## config.mk

```make
export PLATFORM = sky130hd
export DESIGN_NAME = fpec_top
export DESIGN_NICKNAME = d
export VERILOG_FILES = /design/src/rtl/fpec_pkg.sv /design/src/rtl/fpec_timer.sv /design/src/rtl/fpec_top.sv
export SDC_FILE = /design/constraint.sdc
export NUM_CORES = 1
export LEC_CHECK = 0
export BUFFER_PORTS_ARGS = -buffer_cell sky130_fd_sc_hd__buf_2
export CORE_MARGIN = 4
export CORE_UTILIZATION = 46
export CTS_BUF_LIST = sky130_fd_sc_hd__clkbuf_8
export DETAILED_ROUTE_END_ITERATION = 6
export PLACE_DENSITY = 0.88
export SYNTH_ARGS = -nofsm -noshare
export SYNTH_HDL_FRONTEND = slang
export SYNTH_SLANG_ARGS = --single-unit
```

## constraint.sdc

```tcl
create_clock -name clk_sys -period 2 [get_ports clk_sys]
set_input_delay 0.2 -clock clk_sys [delete_from_list [all_inputs] [get_ports clk_sys]]
set_output_delay 0.2 -clock clk_sys [all_outputs]
set_load 0.05 [all_outputs]
```

## src/rtl/fpec_pkg.sv

```systemverilog
package fpec_pkg;

  // ----------------------------------------
  // register map
  // ----------------------------------------
  localparam logic [3:0]  FPEC_OFF_CTRL   = 4'h0;
  localparam logic [3:0]  FPEC_OFF_STAT   = 4'h4;
  localparam logic [3:0]  FPEC_OFF_IEN    = 4'h8;
  localparam logic [3:0]  FPEC_OFF_ICLR   = 4'hC;
  localparam int          FPEC_BIT_START  = 15;
  localparam int          FPEC_BIT_UNLOCK = 14;
  localparam int          FPEC_BIT_FAULT  = 13;
  localparam int          FPEC_BIT_ERASE  = 6;
  localparam logic [15:0] FPEC_CTRL_MASK  = 16'hE04F;
  localparam logic [15:0] FPEC_CTRL_RST   = 16'h0000;
  localparam logic [31:0] FPEC_UNMAPPED   = 32'h0000_0000;

  // ----------------------------------------
  // operation codes
  // ----------------------------------------
  localparam logic [3:0] FPEC_OP_BULK = 4'hF;
  localparam logic [3:0] FPEC_OP_GSEG = 4'hD;
  localparam logic [3:0] FPEC_OP_SSEG = 4'hC;
  localparam logic [3:0] FPEC_OP_PAGE = 4'h2;
  localparam logic [3:0] FPEC_OP_WORD = 4'h3;
  localparam logic [3:0] FPEC_OP_ROW  = 4'h1;
  localparam logic [3:0] FPEC_OP_CFG  = 4'h0;

  // ----------------------------------------
  // operation times in us, cycles at 50 MHz
  // ----------------------------------------
  localparam int FPEC_CLK_MHZ     = 50;
  localparam int FPEC_T_WORD_US   = 40;
  localparam int FPEC_T_ROW_US    = 40;
  localparam int FPEC_T_PAGE_US   = 20;
  localparam int FPEC_T_BULK_US   = 40;
  localparam int FPEC_T_CFG_US    = 40;
  localparam int FPEC_CYC_WORD    = FPEC_T_WORD_US * FPEC_CLK_MHZ;
  localparam int FPEC_CYC_ROW     = FPEC_T_ROW_US * FPEC_CLK_MHZ;
  localparam int FPEC_CYC_PAGE    = FPEC_T_PAGE_US * FPEC_CLK_MHZ;
  localparam int FPEC_CYC_BULK    = FPEC_T_BULK_US * FPEC_CLK_MHZ;
  localparam int FPEC_CYC_CFG     = FPEC_T_CFG_US * FPEC_CLK_MHZ;
  localparam int FPEC_CNT_W       = 16;

  typedef enum logic [2:0] {
    FPEC_K_NONE, FPEC_K_WORD, FPEC_K_ROW, FPEC_K_PAGE,
    FPEC_K_BULK, FPEC_K_SEG, FPEC_K_CFG
  } fpec_kind_t;

  typedef struct packed {
    logic       start;
    logic       unlock;
    logic       fault;
    logic       erase;
    logic [3:0] op;
  } fpec_ctrl_t;

  typedef struct packed {
    logic       req;
    fpec_kind_t kind;
    logic       erase;
    logic [3:0] op;
  } fpec_cmd_t;

endpackage

```

## src/rtl/fpec_timer.sv

```systemverilog
`timescale 1ns/1ps
module fpec_timer (
  input  wire logic                            clk_sys,
  input  wire logic                            rst_n,
  input  wire logic                            load,
  input  wire logic [fpec_pkg::FPEC_CNT_W-1:0] count,
  output logic                                 busy,
  output logic                                 done
);
  logic [fpec_pkg::FPEC_CNT_W-1:0] remain;

  // ----------------------------------------
  // self-timed countdown
  // ----------------------------------------
  always_ff @(posedge clk_sys) begin
    if (!rst_n) begin
      remain <= '0;
      busy   <= 1'b0;
      done   <= 1'b0;
    end else begin
      done <= 1'b0;
      if (load) begin
        remain <= count;
        busy   <= 1'b1;
      end else if (busy) begin
        if (remain <= 16'h0001) begin
          busy <= 1'b0;
          done <= 1'b1;
        end
        remain <= remain - 16'h0001;
      end
    end
  end
endmodule

```

## src/rtl/fpec_top.sv

```systemverilog
// Local design decisions: the placing of the registers and register access over Avalon-MM.
`timescale 1ns/1ps
module fpec_top #(
  parameter int CYC_WORD = fpec_pkg::FPEC_CYC_WORD,
  parameter int CYC_ROW  = fpec_pkg::FPEC_CYC_ROW,
  parameter int CYC_PAGE = fpec_pkg::FPEC_CYC_PAGE,
  parameter int CYC_BULK = fpec_pkg::FPEC_CYC_BULK,
  parameter int CYC_CFG  = fpec_pkg::FPEC_CYC_CFG
) (
  input  wire logic        clk_sys,
  input  wire logic        rst_n,
  input  wire logic        por_n,
  input  wire logic [3:0]  avs_address,
  input  wire logic        avs_read,
  input  wire logic        avs_write,
  input  wire logic [31:0] avs_writedata,
  input  wire logic [3:0]  avs_byteenable,
  output logic [31:0]      avs_readdata,
  output logic             avs_waitrequest,
  output logic             flash_start,
  output logic             flash_erase,
  output logic [3:0]       flash_op,
  output logic             done_pulse,
  output logic             error_pulse,
  output logic             irq
);
  fpec_pkg::fpec_ctrl_t ctrl;
  fpec_pkg::fpec_cmd_t  cmd;
  logic [1:0]           stat;
  logic [1:0]           ien;
  logic                 ack;
  logic                 run_busy;
  logic                 run_done;
  logic                 run_load;
  logic [15:0]          run_count;

  // ----------------------------------------
  // bus decode
  // ----------------------------------------
  wire acc      = (avs_read | avs_write) & ~ack;
  // write commits at the handshake edge
  wire wr       = avs_write & ack;
  wire lo_en    = avs_byteenable[0];
  wire hi_en    = avs_byteenable[1];
  wire sel_ctrl = avs_address == fpec_pkg::FPEC_OFF_CTRL;
  wire sel_stat = avs_address == fpec_pkg::FPEC_OFF_STAT;
  wire sel_ien  = avs_address == fpec_pkg::FPEC_OFF_IEN;
  wire sel_iclr = avs_address == fpec_pkg::FPEC_OFF_ICLR;
  wire wr_ctrl  = wr & sel_ctrl;
  wire set_try  = wr_ctrl & hi_en & avs_writedata[fpec_pkg::FPEC_BIT_START];

  wire [3:0] op_now = ctrl.op;
  wire       er_now = ctrl.erase;
  wire [2:0] k_erase =
    (op_now == fpec_pkg::FPEC_OP_BULK) ? fpec_pkg::FPEC_K_BULK :
    (op_now == fpec_pkg::FPEC_OP_GSEG) ? fpec_pkg::FPEC_K_SEG  :
    (op_now == fpec_pkg::FPEC_OP_SSEG) ? fpec_pkg::FPEC_K_SEG  :
    (op_now == fpec_pkg::FPEC_OP_PAGE) ? fpec_pkg::FPEC_K_PAGE :
    (op_now == fpec_pkg::FPEC_OP_CFG)  ? fpec_pkg::FPEC_K_CFG  :
                                         fpec_pkg::FPEC_K_NONE;
  wire [2:0] k_prog =
    (op_now == fpec_pkg::FPEC_OP_WORD) ? fpec_pkg::FPEC_K_WORD :
    (op_now == fpec_pkg::FPEC_OP_ROW)  ? fpec_pkg::FPEC_K_ROW  :
    (op_now == fpec_pkg::FPEC_OP_CFG)  ? fpec_pkg::FPEC_K_CFG  :
                                         fpec_pkg::FPEC_K_NONE;
  wire [2:0] kind_raw = er_now ? k_erase : k_prog;
  wire       kind_ok  = kind_raw != fpec_pkg::FPEC_K_NONE;

  wire launch  = set_try & ctrl.unlock & ~ctrl.start & kind_ok;
  wire bad_try = set_try & ~launch & ~ctrl.start;

  wire [15:0] cyc_sel =
    (kind_raw == fpec_pkg::FPEC_K_WORD) ? 16'(CYC_WORD) :
    (kind_raw == fpec_pkg::FPEC_K_ROW)  ? 16'(CYC_ROW)  :
    (kind_raw == fpec_pkg::FPEC_K_PAGE) ? 16'(CYC_PAGE) :
    (kind_raw == fpec_pkg::FPEC_K_CFG)  ? 16'(CYC_CFG)  :
                                          16'(CYC_BULK);

  wire [15:0] ctrl_rd = {ctrl.start, ctrl.unlock, ctrl.fault, 6'h00,
                         ctrl.erase, 2'h0, ctrl.op}
                        & fpec_pkg::FPEC_CTRL_MASK;
  wire [31:0] rd_mux =
    sel_ctrl ? {16'h0000, ctrl_rd} :
    sel_stat ? {30'h0000_0000, stat} :
    sel_ien  ? {30'h0000_0000, ien} :
               fpec_pkg::FPEC_UNMAPPED;

  wire [1:0] ev      = {error_pulse, done_pulse};
  wire [1:0] clr_bit = (wr & sel_iclr & lo_en) ? avs_writedata[1:0] : 2'b00;
  wire [1:0] next_stat = (stat & ~clr_bit) | ev;
  wire       ien_wr    = wr & sel_ien & lo_en;
  wire [1:0] next_ien  = ien_wr ? avs_writedata[1:0] : ien;

  assign run_load  = launch;
  assign run_count = cyc_sel;

  // duration counter
  // timer survives system reset, like start
  fpec_timer fpec_timer_i (
    .clk_sys (clk_sys),
    .rst_n   (por_n),
    .load    (run_load),
    .count   (run_count),
    .busy    (run_busy),
    .done    (run_done)
  );

  // ----------------------------------------
  // avalon slave, one wait state
  // ----------------------------------------
  always_ff @(posedge clk_sys) begin
    if (!rst_n) begin
      avs_waitrequest <= 1'b1;
      avs_readdata    <= 32'h0000_0000;
    end else begin
      avs_waitrequest <= ~acc;
      if (avs_read & ~ack)
        avs_readdata <= rd_mux;
    end
  end
  assign ack = ~avs_waitrequest;

  // ----------------------------------------
  // control register, power-on reset only
  // ----------------------------------------
  // por-only clear
  always_ff @(posedge clk_sys) begin
    if (!por_n) begin
      ctrl <= fpec_pkg::fpec_ctrl_t'(8'h00);
    end else begin
      if (wr_ctrl & hi_en)
        ctrl.unlock <= avs_writedata[fpec_pkg::FPEC_BIT_UNLOCK];
      if (wr_ctrl & lo_en & ~ctrl.start) begin
        ctrl.erase <= avs_writedata[fpec_pkg::FPEC_BIT_ERASE];
        ctrl.op    <= avs_writedata[3:0];
      end
      if (launch)
        ctrl.start <= 1'b1;
      else if (run_done)
        ctrl.start <= 1'b0;
      if (bad_try)
        ctrl.fault <= 1'b1;
      else if (launch)
        ctrl.fault <= 1'b0;
      else if (wr_ctrl & hi_en & ~avs_writedata[fpec_pkg::FPEC_BIT_FAULT])
        ctrl.fault <= 1'b0;
    end
  end

  // ----------------------------------------
  // events and interrupt
  // ----------------------------------------
  always_ff @(posedge clk_sys) begin
    if (!rst_n) begin
      done_pulse  <= 1'b0;
      error_pulse <= 1'b0;
      stat        <= 2'b00;
      ien         <= 2'b00;
      irq         <= 1'b0;
      flash_start <= 1'b0;
      flash_erase <= 1'b0;
      flash_op    <= 4'h0;
    end else begin
      done_pulse  <= run_done;
      error_pulse <= bad_try;
      stat        <= next_stat;
      ien         <= next_ien;
      irq         <= |(next_stat & next_ien);
      flash_start <= launch;
      if (launch) begin
        flash_erase <= er_now;
        flash_op    <= op_now;
      end
    end
  end

  // ----------------------------------------
  // checks
  // ----------------------------------------
  AST_START_SET: assert property (@(posedge clk_sys) disable iff (!por_n)
    launch |=> ctrl.start) else $error("start not set on launch");
  AST_START_CLR: assert property (@(posedge clk_sys) disable iff (!por_n)
    run_done |=> !ctrl.start) else $error("start not cleared at done");
  AST_NO_SW_CLR: assert property (@(posedge clk_sys) disable iff (!por_n)
    (ctrl.start && !run_done) |=> ctrl.start)
    else $error("start cleared early");
  AST_LOCKED: assert property (@(posedge clk_sys) disable iff (!rst_n)
    (set_try && !ctrl.unlock) |-> !launch) else $error("locked launch");
  AST_FAULT: assert property (@(posedge clk_sys) disable iff (!por_n)
    bad_try |=> ctrl.fault) else $error("fault not set");
  AST_ERASE_BULK: assert property (@(posedge clk_sys)
    (ctrl.erase && ctrl.op == 4'hF) |-> kind_raw == fpec_pkg::FPEC_K_BULK)
    else $error("bulk decode wrong");
  AST_PROG_WORD: assert property (@(posedge clk_sys)
    (!ctrl.erase && ctrl.op == 4'h3) |-> kind_raw == fpec_pkg::FPEC_K_WORD)
    else $error("word decode wrong");
  AST_UNLISTED: assert property (@(posedge clk_sys) disable iff (!rst_n)
    (ctrl.op == 4'hE) |-> !launch) else $error("reserved launched");
  AST_ZERO_BITS: assert property (@(posedge clk_sys) disable iff (!rst_n)
    (avs_read && sel_ctrl && !ack) |=> avs_readdata[12:7] == 6'h00)
    else $error("unimplemented bits nonzero");
  AST_PULSE: assert property (@(posedge clk_sys) disable iff (!rst_n)
    done_pulse |=> !done_pulse) else $error("done pulse too long");
  AST_ERR_EVENT: assert property (
    @(posedge clk_sys) disable iff (!rst_n)
    bad_try |=> error_pulse) else $error("error pulse missing");
  AST_ERR_PULSE: assert property (
    @(posedge clk_sys) disable iff (!rst_n)
    error_pulse |=> !error_pulse) else $error("error pulse too long");
  AST_DONE_EVENT: assert property (
    @(posedge clk_sys) disable iff (!rst_n)
    run_done |=> done_pulse) else $error("done pulse missing");
  AST_BUSY_START: assert property (
    @(posedge clk_sys) disable iff (!por_n)
    run_busy |-> ctrl.start) else $error("timer runs without start");
  AST_START_HOLD: assert property (
    @(posedge clk_sys) disable iff (!por_n)
    ctrl.start |-> (run_busy || run_done))
    else $error("start set with timer idle");
  AST_OP_FROZEN: assert property (
    @(posedge clk_sys) disable iff (!por_n)
    ctrl.start |=> ($stable(ctrl.op) && $stable(ctrl.erase)))
    else $error("selection changed while busy");
  AST_FLASH_ERASE: assert property (
    @(posedge clk_sys) disable iff (!rst_n)
    (launch && er_now) |=> (flash_start && flash_erase))
    else $error("erase command not issued");
  AST_FLASH_PROG: assert property (
    @(posedge clk_sys) disable iff (!rst_n)
    (launch && !er_now) |=> (flash_start && !flash_erase))
    else $error("program command not issued");
  AST_ERASE_PAGE: assert property (
    @(posedge clk_sys) disable iff (!por_n)
    (ctrl.erase && ctrl.op == fpec_pkg::FPEC_OP_PAGE)
    |-> kind_raw == fpec_pkg::FPEC_K_PAGE)
    else $error("page decode wrong");
  AST_PROG_NOOP: assert property (
    @(posedge clk_sys) disable iff (!por_n)
    (!ctrl.erase && ctrl.op == fpec_pkg::FPEC_OP_BULK) |-> !kind_ok)
    else $error("program no-op decoded");
  AST_LOW_ZERO: assert property (
    @(posedge clk_sys) disable iff (!rst_n)
    (avs_read && sel_ctrl && !ack) |=> avs_readdata[5:4] == 2'b00)
    else $error("unimplemented low bits nonzero");
  AST_IRQ_LEVEL: assert property (
    @(posedge clk_sys) disable iff (!rst_n)
    irq == |(stat & ien)) else $error("irq level wrong");
endmodule

```

---- Word-level counts from Yosys, hierarchy flattened ----
Cells that the tools add are included.
Widths: inputs -> output; s select.
word-level totals
  latch bits .............................. 0
  input bits .............................. 45
  output and inout port bits .............. 42
  bits in read-only memories .............. 0
  memories kept ........................... 0
  bits in writable memories ............... 0
  bits in registers ....................... 72
cells by class
  divide/modulo/power cells ............... 0
  $lt $le $gt $ge ......................... 1
  reductions and logical operators ........ 8
  bitwise logic cells ..................... 30
  shift operators ......................... 0
  multipliers ............................. 0
  equal/unequal tests ..................... 12
  mux-type cells .......................... 27
  add/sub/neg operators ................... 1
operator list
  kind                   count
  $mux 16                3
  $mux 11                3
  $mux 3                 8
  $eq 4x4->1 const B     5
  $and 1x1->1            18
  $le 16x1->1 const B    1
  $sub 16x1->16 const B  1
  $mux 1                 9
  $eq 4x2->1 const B     2
  $logic_not 4->1        2
  $mux 2                 4
  $not 1->1              7
  $eq 3x2->1 const B     2
  $reduce_bool 3->1      2
  $and 2x2->2            2
  $eq 4x1->1 const B     1
  $eq 4x3->1 const B     1
  $reduce_bool 2->1      2
  $eq 3x1->1 const B     1
  $reduce_or 3->1        1
  $not 2->2              1
  $or 2x2->2             1
  $reduce_or 2->1        1
  $or 1x1->1             1

---- Depth between registers and ports, before layout ----
  word-level depth ........................ 13
  gate-level depth with buffers ........... 7
  depth with buffers taken out ............ 6

---- Hierarchy ----
From an unflattened synthesis, not the netlist that was laid out.
unflattened totals
  cells, all modules ...................... 288
  area, all modules ....................... 2,501.1 um^2
modules (own cells, without submodules)
  module      cells an instance  seq. area each (um^2)  times used  area each (um^2)
  fpec_top    170                600.6                  1           1,532.7
  fpec_timer  118                360.3                  1           968.4

---- Worst setup path before layout ----
No wires, ideal clock.
  kind .................................... reg2reg
  from .................................... register fpec_timer_i.busy
  to ...................................... register fpec_timer_i.remain[15] in the netlist's numbering
  cell stages (with the launch flop) ...... 7
  period minus slack after synthesis ...... 1.942 ns
  arrival time ............................ 1.862 ns
  path slack .............................. 0.058 ns
  path through ............................ dfxtp_1 -> buf_4 -> or4b_1 -> buf_2 -> or3_4 -> or3_1 -> a211oi_2
on the way
  longest elaborated chain between the ends .. 1
RTL lines
  item                                line              source
  from (decl)                         fpec_timer.sv:7   output logic busy,
  from (signal assigned)              fpec_timer.sv:18  busy <= 1'b0;
  from (signal assigned)              fpec_timer.sv:24  busy <= 1'b1;
  from (signal assigned)              fpec_timer.sv:27  busy <= 1'b0;
  $reduce_bool 2->1 (no source line)  -
  to (signal assigned)                fpec_timer.sv:23  remain <= count;
  to (signal assigned)                fpec_timer.sv:30  remain <= remain - 16'h0001;
  to (decl)                           fpec_timer.sv:10  logic [fpec_pkg::FPEC_CNT_W-1:0] remain;
Every way passes these cells.
A chain may end at the register's enable or synchronous reset.

---- Final worst setup path ----
  from .................................... register fpec_timer_i.remain[0] in the netlist's numbering
  to ...................................... register fpec_timer_i.remain[13] in the netlist's numbering
on the way
  longest elaborated chain between the ends .. 3
RTL lines
  item           line              source
  $sub 16x1->16  fpec_timer.sv:30
  $mux 16        fpec_timer.sv:25  end else if (busy) begin
  $mux 16        fpec_timer.sv:22  if (load) begin
Every way passes these cells. The select of a mux whose other input is x is not followed.

==> run summary <==
GRT Total Usage: 16.5%
CTS tree: yes
fin cells: 370
Crit path largest cell delay: 550 ps
worst r2r path cells: 4
Fin. Hold Viols: 0
worst hold margin: 117 ps
r2r endpoint: fpec_timer_i.remain[13]
Worst-Skew Late Latency: 310 ps
Die Wd: 79.4 µm
fin nets: 349
initial antenna violation count: 0
Yosys cell types: 50
type of the worst setup path: reg -> reg
hold endpoint: avs_waitrequest
Hold WC Path Type: in -> reg
sequential share of the synthesized area: 41.0%
Pre-antenna DRT Iters: 4
Final WS setup: 91.1 ps
Slew Limit Fails: 0
status: completed
Post-Syn Area per Cell: 9.02 µm²
RSZ-0062 raised after global routing: no
WHS Path Cells: 2
CP startpoint kind: flop
final setup TNS: 0 ps
number of global-route vias before repair: 1,869
Cells after DPL: 362
Post-DP HPWL: 3700 µm
clk sinks: 48
WP data required: 2230 ps
cts bufs inserted: 5
max-cap violation count: 0
DRC errors left: 0
Ys Warns: 0
R2R setup slack: 90 ps
Setup Buffers After CTS: 0
CTS Buffer Depth: 2
CTS clk-pin slew, worst paths: 90 ps
CP max FO: 4
Critical Path, Cell by Cell: or4b_1 > or3_4 > or3_1 > a211oi_2
Tmin final: 1910 ps
peak supply drop: 391 µV
max_slew headroom: 65.8%
DR vias/cell: 5.35
die area: 6300 µm²
Max Fclk: 524 MHz
global route overflow: 0
Critical-path top delay cell: or4b_1
top_reg_cell synth: dfxtp_1
synthesized cell area: 2340 µm²
total wire length: 5160 µm
Async S/R FF share, synth: 0%
DIE HEIGHT: 79.4 µm
final setup fails: 0
PwrDens: 771 nW/µm²
most frequent cell after synthesis: dfxtp_1
Setup Slack @ Placement: 101 ps
Avg WL per Cell: 13.9 µm
GP Congestion: 0.847
commonest cells in the netlist: 48 x dfxtp_1, 25 x buf_4, 20 x nand2_1, 11 x clkbuf_1, 11 x nor2_1
cts hold-fix bufs: 0
capturing element type of the critical path: flop
layout cell share with drive strength beyond 1: 21.8%
Worst Skew: 5.69 ps
clk root buf: clkbuf_8
leading area contributor after synthesis: dfxtp_1
top cell type's share of synthesized area: 41.0%
number of synthesized flops with an enable pin: 0
Util after Layout: 56.7%
first-pass GRT wire length: 8220 µm
starting density of the core: 48.7%
crit path DAT: 2140 ps
largest net degree at the start of global routing: 21
via count: 1,980
Hold Path Origin: avs_read
DR iter-0 viols: 96
# port buffers: 36
row cnt: 25
Post-Synthesis Cells: 260
final period utilization: 95.4%
Area contributors post-synth: dfxtp_1 41%, buf_4 8.0%, mux2i_1 3.8%, nand2_1 3.2%, nor2b_1 2.7%
P_leak: 1.12 nW
synthesis-to-finish area growth: 16.4%
IO Count: 87
Yosys reg bits: 48
Final ANT Viol Nets: 0
reg2reg start: fpec_timer_i.remain[0]
Worst Setup SP: fpec_timer_i.remain[0]
CORE AREA: 4820 µm²
diode count: 0
Slew @ Worst Pin: 509 ps
H-Tree Depth: 2
## sequential cells by signal (all words and copies together) (netlist names), 2 cells and up
| signal | cells |
|---|---|
| stat | 2 |
| fpec_timer_i.remain | 16 |
| ien | 2 |
| ctrl | 3 |
| flash_op | 4 |
| avs_readdata | 8 |
| op_now | 4 |
## worst max-delay path by stage
| stage | slack, ps | depth (start not counted) | end |
|---|---|---|---|
| 2_1_floorplan | 60 | 6 | fpec_timer_i.remain[15] |
| 3_3_place_gp | 120 | 4 | fpec_timer_i.remain[15] |
| 3_5_place_dp | 100 | 4 | fpec_timer_i.remain[13] |
| 4_1_cts | 20 | 4 | fpec_timer_i.remain[13] |
| 5_1_grt | 10 | 4 | fpec_timer_i.remain[13] |
| 6_report | 90 | 4 | fpec_timer_i.remain[13] |
## layer usage
| layer | vias to the layer above | part of all wire (%) | GRT usage [%] |
|---|---|---|---|
| met5 | - | 0 | 0 |
| met4 | 0 | 1.2 | 6.19 |
| met2 | 57 | 49 | 28.5 |
| met3 | 7 | 6.4 | 3.84 |
| li1 | 972 | - | - |
| met1 | 944 | 44 | 19.9 |
## power breakdown
group / leakage (nW) / switching, W / internal, W
combinational: 0.655 / 0.000160 / 0.0000327
sequential: 0.388 / 0.00000485 / 0.000959
clock: 0.0784 / 0.000324 / 0.000625
total: 1.12 / 0.000490 / 0.00162
## timing repair
action                     in CTS  in global routing
hold endpoints to repair        0                  0
resized for setup               0                  3
setup endpoints to repair       0                  3
## through the flow
step | power, W | area [µm²]
floorplan | 0.00117 | 2430
global placement | 0.00117 | 2560
detailed placement | 0.00118 | 2560
CTS | 0.00211 | 2720
global route | 0.00217 | 2730
finish | 0.00211 | 2730
## logic make-up (layout without fill, tap and decap cells)
group / Yosys count / in the layout / synth area share [%]
buf+inv: 45 / 65 / 11.3
fa+ha+maj: 2 / 2 / 1.07
xor+xnor: 13 / 13 / 4.86
compound gates: 53 / 53 / 16.2
mux: 9 / 9 / 3.84
other cells: 1 / 24 / 0.160
flops: 48 / 48 / 41.0
simple gates: 89 / 89 / 21.6
## cell type report
class                      instances  area (µm²)
inverter                           7        26.3
clock buffer                       5        68.8
clock inverter                     3        90.1
multi-input combinational        190        1210
tap                               67        83.8
fill                             427        2090
sequential                        48         962
timing repair buffer              50         285
## worst max-delay path: cells and delay by family, from the launching register on
kind,cells,cell delay [ps]
AOI/OAI and AO/OA,1,230
DFF,1,350
and+or+nand+nor,3,1240
## cells in the final DEF, fill, tap and decap left out, types with 5 or more instances in the layout
master | Yosys | final
xnor2_1 | 6 | 6
nand2_1 | 20 | 20
nor2_1 | 11 | 11
nand3_1 | 5 | 5
a211oi_1 | 7 | 6
inv_1 | 7 | 7
o21ai_0 | 9 | 9
xor2_1 | 7 | 7
nor4_1 | 7 | 7
nor2b_1 | 10 | 10
conb_1 | 1 | 24
a21oi_1 | 9 | 9
mux2i_1 | 9 | 9
dfxtp_1 | 48 | 47
buf_4 | 25 | 14
buf_2 | 2 | 36
clkbuf_8 | 0 | 5
nor3_1 | 8 | 8
a22oi_1 | 8 | 8
Note: power is estimated with default switching activity, not from simulation.
